### config.mk
export PLATFORM = sky130hd
export DESIGN_NAME = fao_output_stage
export DESIGN_NICKNAME = d
export VERILOG_FILES = /design/src/rtl/fao_pkg.sv /design/src/rtl/fao_output_stage.sv
export SDC_FILE = /design/constraint.sdc
export NUM_CORES = 1
export LEC_CHECK = 0
export BUFFER_PORTS_ARGS = -buffer_cell sky130_fd_sc_hd__buf_2
export CORE_MARGIN = 2
export CORE_UTILIZATION = 45
export CTS_BUF_LIST = sky130_fd_sc_hd__clkbuf_4
export CTS_CLUSTER_SIZE = 30
export DETAILED_ROUTE_END_ITERATION = 8
export GPL_ROUTABILITY_DRIVEN = 1
export PLACE_DENSITY = 0.79
export SYNTH_ARGS = -nofsm -noshare
export SYNTH_HDL_FRONTEND = slang
export SYNTH_SLANG_ARGS = --single-unit
### constraint.sdc
create_clock -name mclk_i -period 10.15 [get_ports mclk_i]
set_input_delay 2.5375 -clock mclk_i [delete_from_list [all_inputs] [get_ports mclk_i]]
set_output_delay 2.5375 -clock mclk_i [all_outputs]
set_load 0.02 [all_outputs]
### src/rtl/fao_pkg.sv
package fao_pkg;

  // Converter geometry
  localparam int CODE_W    = 4;
  localparam int CMP_N     = 16;
  localparam int SYNC_N    = 3;

  // Avalon-MM register map, byte addresses
  localparam int ADDR_W    = 4;
  localparam int DATA_W    = 32;
  localparam logic [ADDR_W-1:0] OFS_CTRL     = 4'h0;
  localparam logic [ADDR_W-1:0] OFS_STATUS   = 4'h4;
  localparam logic [ADDR_W-1:0] OFS_IRQ_STAT = 4'h8;
  localparam logic [ADDR_W-1:0] OFS_IRQ_MASK = 4'hc;

  // CTRL fields
  localparam int CTRL_CONV_EN_BIT = 0;
  localparam logic CTRL_RESET     = 1'b1;

  // STATUS fields
  localparam int ST_CODE_LSB  = 0;
  localparam int ST_OVF_BIT   = 4;
  localparam int ST_CHG_BIT   = 5;
  localparam int ST_ALL_EN_BIT  = 8;
  localparam int ST_DATA_DIS_BIT = 9;

  // Interrupt events, same layout in status and mask
  localparam int IRQ_W        = 2;
  localparam int IRQ_CHG_BIT  = 0;
  localparam int IRQ_OVF_BIT  = 1;
  localparam logic [IRQ_W-1:0] IRQ_MASK_RESET = 2'h0;

  // Full code shown while over range
  localparam logic [CODE_W-1:0] CODE_FULL = 4'hf;

  typedef struct packed {
    logic              ovf;
    logic [CODE_W-1:0] code;
    logic              chg;
  } fao_sample_s;

  localparam fao_sample_s SAMPLE_RESET = '{ovf: 1'b0, code: 4'h0, chg: 1'b0};

endpackage

### src/rtl/fao_output_stage.sv
// Function
// All-outputs enable low three-states data bits and both flags, whatever else.
// Data-bits enable touches only the four data drivers, never the flags.
// With all enabled, data driven when data enable low, three-stated when high.
// Straight binary 0..15, lsb bit 0; overflow forces all bits high, count 31.
// Code-changed flag high when new output differs from previous conversion.
// Comparators latched on falling edge, decoded code registered on next rising edge.
// Overflow flag set when input exceeds 31/32 of span, data bits held high.
// Capturing logic samples outputs only when driven and after settling; the capture model samples every falling edge, driven or not.
//
// The placing of the registers and the Avalon-MM register port are this design's own decisions.
module fao_output_stage
  import fao_pkg::*;
(
  input  wire logic                       mclk_i,
  input  wire logic                       rst_i,
  input  wire logic [fao_pkg::CMP_N-1:0]  comparators_i,
  input  wire logic                       data_bits_output_enable_n_i,
  input  wire logic                       all_outputs_enable_i,
  output logic [fao_pkg::CODE_W-1:0]      code_bits_o,
  output logic                            code_bits_oe_n_o,
  output logic                            over_range_flag_o,
  output logic                            code_changed_flag_o,
  output logic                            flags_oe_n_o,
  input  wire logic [fao_pkg::ADDR_W-1:0] avs_address_i,
  input  wire logic                       avs_read_i,
  input  wire logic                       avs_write_i,
  input  wire logic [3:0]                 avs_byteenable_i,
  input  wire logic [fao_pkg::DATA_W-1:0] avs_writedata_i,
  output logic [fao_pkg::DATA_W-1:0]      avs_readdata_o,
  output logic                            avs_waitrequest_o,
  output logic                            irq_o
);
  import fao_pkg::*;

  // Thermometer to binary: count of low taps that tripped, top tap is overflow
  function automatic fao_sample_s decode(input logic [CMP_N-1:0] t);
    fao_sample_s s;
    logic [CODE_W-1:0] n;
    n = '0;
    for (int i = 0; i < CMP_N - 1; i++) begin
      n = n + CODE_W'(t[i]);
    end
    s.ovf  = t[CMP_N-1];
    s.code = t[CMP_N-1] ? CODE_FULL : n;
    s.chg  = 1'b0;
    return s;
  endfunction

  // Comparator latch on the falling edge; ends the sample phase
  logic [CMP_N-1:0] latch_reg;
  always_ff @(negedge mclk_i) begin
    if (rst_i) begin
      latch_reg <= '0;
    end else begin
      latch_reg <= comparators_i;
    end
  end

  // Enable pins: three stages, a change counts when the last two agree
  logic [SYNC_N-1:0] all_sync_reg;
  logic [SYNC_N-1:0] dis_sync_reg;
  logic              all_en_reg;
  logic              all_en_next;
  logic              data_dis_reg;
  logic              data_dis_next;
  logic              data_oe_n_reg;
  logic              data_oe_n_next;
  logic              flag_oe_n_reg;
  logic              flag_oe_n_next;

  always_comb begin
    all_en_next   = (all_sync_reg[1] == all_sync_reg[2]) ? all_sync_reg[2] : all_en_reg;
    data_dis_next = (dis_sync_reg[1] == dis_sync_reg[2]) ? dis_sync_reg[2] : data_dis_reg;
    flag_oe_n_next = ~all_en_reg;
    data_oe_n_next = ~(all_en_reg & ~data_dis_reg);
  end

  always_ff @(posedge mclk_i) begin
    if (rst_i) begin
      all_sync_reg  <= '0;
      dis_sync_reg  <= '1;
      all_en_reg    <= 1'b0;
      data_dis_reg  <= 1'b1;
      data_oe_n_reg <= 1'b1;
      flag_oe_n_reg <= 1'b1;
    end else begin
      all_sync_reg  <= {all_sync_reg[1:0], all_outputs_enable_i};
      dis_sync_reg  <= {dis_sync_reg[1:0], data_bits_output_enable_n_i};
      all_en_reg    <= all_en_next;
      data_dis_reg  <= data_dis_next;
      data_oe_n_reg <= data_oe_n_next;
      flag_oe_n_reg <= flag_oe_n_next;
    end
  end

  // Output registers and change detect
  fao_sample_s sample_reg;
  fao_sample_s sample_next;
  fao_sample_s decoded;
  logic        conv_en_reg;
  logic        conv_en_next;

  always_comb begin
    decoded     = decode(latch_reg);
    sample_next = sample_reg;
    if (conv_en_reg) begin
      sample_next     = decoded;
      // Compare both code and overflow, i.e. the full five-bit result
      sample_next.chg = {decoded.ovf, decoded.code} != {sample_reg.ovf, sample_reg.code};
    end
  end

  always_ff @(posedge mclk_i) begin
    if (rst_i) begin
      sample_reg <= SAMPLE_RESET;
    end else begin
      sample_reg <= sample_next;
    end
  end

  // Avalon slave: one wait cycle, so read data is registered, not decoded live
  logic             wait_reg;
  logic             wait_next;
  logic [DATA_W-1:0] rdata_reg;
  logic [DATA_W-1:0] rdata_next;
  logic [IRQ_W-1:0] irq_stat_reg;
  logic [IRQ_W-1:0] irq_stat_next;
  logic [IRQ_W-1:0] irq_mask_reg;
  logic [IRQ_W-1:0] irq_mask_next;
  logic             irq_reg;
  logic             irq_next;
  logic             req;
  logic             done;
  logic [IRQ_W-1:0] events;
  logic [IRQ_W-1:0] clr;

  always_comb begin
    req        = avs_read_i | avs_write_i;
    done       = req & ~wait_reg;
    wait_next  = ~(req & wait_reg);
    rdata_next = '0;
    case (avs_address_i)
      OFS_CTRL:     rdata_next[CTRL_CONV_EN_BIT] = conv_en_reg;
      OFS_STATUS: begin
        rdata_next[ST_CODE_LSB +: CODE_W] = sample_reg.code;
        rdata_next[ST_OVF_BIT]      = sample_reg.ovf;
        rdata_next[ST_CHG_BIT]      = sample_reg.chg;
        rdata_next[ST_ALL_EN_BIT]   = all_en_reg;
        rdata_next[ST_DATA_DIS_BIT] = data_dis_reg;
      end
      OFS_IRQ_STAT: rdata_next[IRQ_W-1:0] = irq_stat_reg;
      OFS_IRQ_MASK: rdata_next[IRQ_W-1:0] = irq_mask_reg;
      default:      rdata_next = '0;
    endcase

    conv_en_next  = conv_en_reg;
    irq_mask_next = irq_mask_reg;
    if (done && avs_write_i && avs_byteenable_i[0]) begin
      case (avs_address_i)
        OFS_CTRL:     conv_en_next  = avs_writedata_i[CTRL_CONV_EN_BIT];
        OFS_IRQ_MASK: irq_mask_next = avs_writedata_i[IRQ_W-1:0];
        default:      conv_en_next  = conv_en_reg;
      endcase
    end

    // A new event in the clearing cycle survives the clear
    events = '0;
    events[IRQ_CHG_BIT] = sample_next.chg & conv_en_reg;
    events[IRQ_OVF_BIT] = sample_next.ovf & conv_en_reg;
    // Clear only what the completing read reported; an event landing in the wait cycle stays
    clr = (done && avs_read_i && avs_address_i == OFS_IRQ_STAT) ? rdata_reg[IRQ_W-1:0] : '0;
    irq_stat_next = (irq_stat_reg & ~clr) | events;
    irq_next      = |(irq_stat_next & irq_mask_next);
  end

  always_ff @(posedge mclk_i) begin
    if (rst_i) begin
      wait_reg     <= 1'b1;
      rdata_reg    <= '0;
      conv_en_reg  <= CTRL_RESET;
      irq_stat_reg <= '0;
      irq_mask_reg <= IRQ_MASK_RESET;
      irq_reg      <= 1'b0;
    end else begin
      wait_reg     <= wait_next;
      rdata_reg    <= rdata_next;
      conv_en_reg  <= conv_en_next;
      irq_stat_reg <= irq_stat_next;
      irq_mask_reg <= irq_mask_next;
      irq_reg      <= irq_next;
    end
  end

  // Data stays in the register even when three-stated; the pad uses the enables
  assign code_bits_o         = sample_reg.code;
  assign over_range_flag_o   = sample_reg.ovf;
  assign code_changed_flag_o = sample_reg.chg;
  assign code_bits_oe_n_o    = data_oe_n_reg;
  assign flags_oe_n_o        = flag_oe_n_reg;
  assign avs_readdata_o      = rdata_reg;
  assign avs_waitrequest_o   = wait_reg;
  assign irq_o               = irq_reg;
endmodule

==> results_dict.tcl <==
set metrics [dict create \
    crit_arrival_ns 9.74 \
    wl_met3_um 265 \
    slew_headroom_pct 59.2 \
    diodes 0 \
    num_io_pins 104 \
    synth_enable_flop_cells 0 \
    power_switching_uw 156 \
    hold_violations 0 \
    ys_seq_elements 47 \
    drc_errors 0 \
    reg2reg_depth 14 \
    slew_viol_final 0 \
    setup-tns-final_ns 0 \
    power_uw 448 \
    path_clk_slew_ns 0.13 \
    p_seq_share_pct 46.9 \
    multi_input_area_sq_um 948 \
    finClkSkew_ns 0.0485 \
    wl_met2_um 1630 \
    cts_buffers 5 \
    syn_area_per_cell_sq_um 10.2 \
    syn_area_sq_um 2080 \
    fin_nets 341 \
    syn_inst 204 \
    fin_util_pct 53.8 \
    wl_um 3360 \
    die_x_um 72.1 \
    first_global_vias 1354 \
    hold-path-cell-count 1 \
    dr.pass1.iters 4 \
    path_class "register to register" \
    p_per_area_nw_per_um2 188 \
    p_comb_share_pct 29.0 \
    drt-met1-wl_um 1410 \
    place_ws_ns 0.639 \
    synth_seq_area_share_pct 45.1 \
    hp-class "register to register" \
    drive_gt1_share_pct 23.5 \
    path_max_fanout 2 \
    setup_ws_ns 0.650 \
    via_per_inst 4.42 \
    crit_slowest_cell "fa_1" \
    yosys_warnings 0 \
    cp_data_required_time_ns 10.39 \
    initial_core_util_pct 47.2 \
    largest_register_ffs 16 \
    die_area_sq_um 5190 \
    ys_types 39 \
    p_sw_share_pct 34.9 \
    avgRoutedWirePerCell_um 10.5 \
    clk_path_buf_depth 2 \
    start_kind "register" \
    leakagePower_nw 1.17 \
    globalRouteTotalUtil_pct 14.0 \
    die_h_um 72.1 \
    power_frac_clock_pct 24.1 \
    cts_setup_buffers 0 \
    regArea_sq_um 941 \
    rsz0062_at_grt "no" \
    cp_cell_sequence "inv_1 -> fa_1 -> inv_1 -> fa_1 -> fa_1 -> inv_1 -> fa_1 -> fa_1 -> fa_1 -> xnor2_1 -> o41ai_2 -> inv_1 -> nor4_2 -> o41ai_1" \
    placed_area_sq_um 2270 \
    place.gp.congestion 0.865 \
    drt_iter0_markers 67 \
    place_hpwl_um 2510 \
    cap_violations 0 \
    worstSkewPairLatency_ns 0.41 \
    cts_resized 0 \
    cts_tree "done" \
    fin_area_sq_um 2380 \
    peakVddDrop_mv 0.116 \
    crit_path_frequent_cell "fa_1" \
    syn2layout_area_growth_pct 14.0 \
    max_stage_delay_ns 0.53 \
    dominantRegCellSynth "dfxtp_1" \
    status "completed" \
    grt_max_degree 36 \
    io_buffers 46 \
    grt_pass1_wl_um 5530 \
    core.rowCount 24 \
    cts_root_buf "clkbuf_4" \
    setup_viol 0 \
    postRouteAntennaNets 0 \
    nFillCells 404 \
    vias 1413 \
    internal-power_uw 292 \
    antenna_found_initial 0 \
    tightest_slew_ns 0.612 \
    cts-htree-levels 2 \
    cp-end-kind "register" \
    async_flop_share_pct 0 \
    gr-total-overflow 0 \
    cts.sinks 47 \
    highest_layer "met4" \
    holdBufCountCts 0 \
    coreArea_sq_um 4410 \
]
-- layout by cell type (no fill, tap or decap), types with 2 or more instances in the layout --
master and count:
a211oi_1 2, a21oi_1 5, a311oi_1 2, and2_1 7
buf_2 46, clkbuf_4 6, clkinv_1 2, conb_1 24
dfxtp_1 47, fa_1 10, ha_1 2, inv_1 37
mux2i_1 2, nand2_1 6, nand4_1 2, nor2_1 17
nor2b_1 20, nor3_1 2, o211ai_1 2, o21ai_0 2
or2_2 4, xnor2_1 3
-- power by group through the flow --
stage,Combinational (mW),Clock (mW),Sequential [mW]
finish,0.130,0.108,0.210
global route,0.145,0.124,0.212
CTS,0.132,0.112,0.210
detailed placement,0.132,0.0103,0.214
global placement,0.124,0.0103,0.213
floorplan,0.0986,0.0103,0.220
-- metrics by stage --
stage,instances,hold slack (ns)
after floorplan,227,0.389
after global placement,297,0.391
after detailed placement,297,0.395
after CTS,320,0.424
after global routing,320,0.458
final,320,0.421
-- final cells by class --
class                   count  share of cell area (%)
flip-flops and latches     47                    39.6
inverters                  21                    3.32
well taps                  52                    2.74
clock buffers               6                    1.90
repair buffers             46                    9.69
clock inverters            18                    2.84
multi-input cells         130                    39.9
-- worst paths after layout --
| path | startpoint | end | slack, ns |
|---|---|---|---|
| setup / recovery | latch_reg[0]$_SDFF_NP0_ | irq_o$_SDFF_PP0_ | 0.65 |
| hold / removal | dis_sync_reg[0]$_SDFF_PP1_ | dis_sync_reg[1]$_SDFF_PP1_ | 0.42 |
| setup reg to reg | latch_reg[0]$_SDFF_NP0_ | irq_o$_SDFF_PP0_ | 0.65 |
| hold reg to reg | dis_sync_reg[0]$_SDFF_PP1_ | dis_sync_reg[1]$_SDFF_PP1_ | 0.42 |
-- cell families after synthesis --
| group | share of synthesized area (%) |
|---|---|
| AND/OR/NAND/NOR | 17.8 |
| buffers and inverters | 13.5 |
| flip-flops | 45.1 |
| AO/OA/AOI/OAI | 6.42 |
| adder cells (fa/ha/maj) | 10.8 |
| XOR/XNOR | 2.82 |
| multiplexers | 3.30 |
| other | 0.180 |
-- routing by layer --
layer / GRT usage [%] / up-vias
met3: 5.00 / 5
met5: 0 / -
met1: 15.4 / 627
li1: - / 723
met2: 23.3 / 58
met4: 7.55 / 0
-- Yosys cell counts (all sizes together), types with 4 or more instances --
library cell / instances / area share [%]
fa: 10 / 9.6
nand2: 6 / 1.1
inv: 22 / 4.0
nor2b: 20 / 6.0
and2: 7 / 2.1
xnor2: 4 / 2.0
dfxtp: 47 / 45
or2: 4 / 1.2
nor2: 17 / 3.1
a21oi: 5 / 1.2
buf: 25 / 9.0
-- critical path: cells and delay by family (launching register included) --
kind                     cells  cell delay (ns)
adder cells (fa/ha/maj)      6             2.87
AO/OA/AOI/OAI                2             0.41
flip-flops                   1             0.29
buffers and inverters        4             0.27
AND/OR/NAND/NOR              1             0.27
XOR/XNOR                     1             0.16
Note: power is estimated with default switching activity, not from simulation.
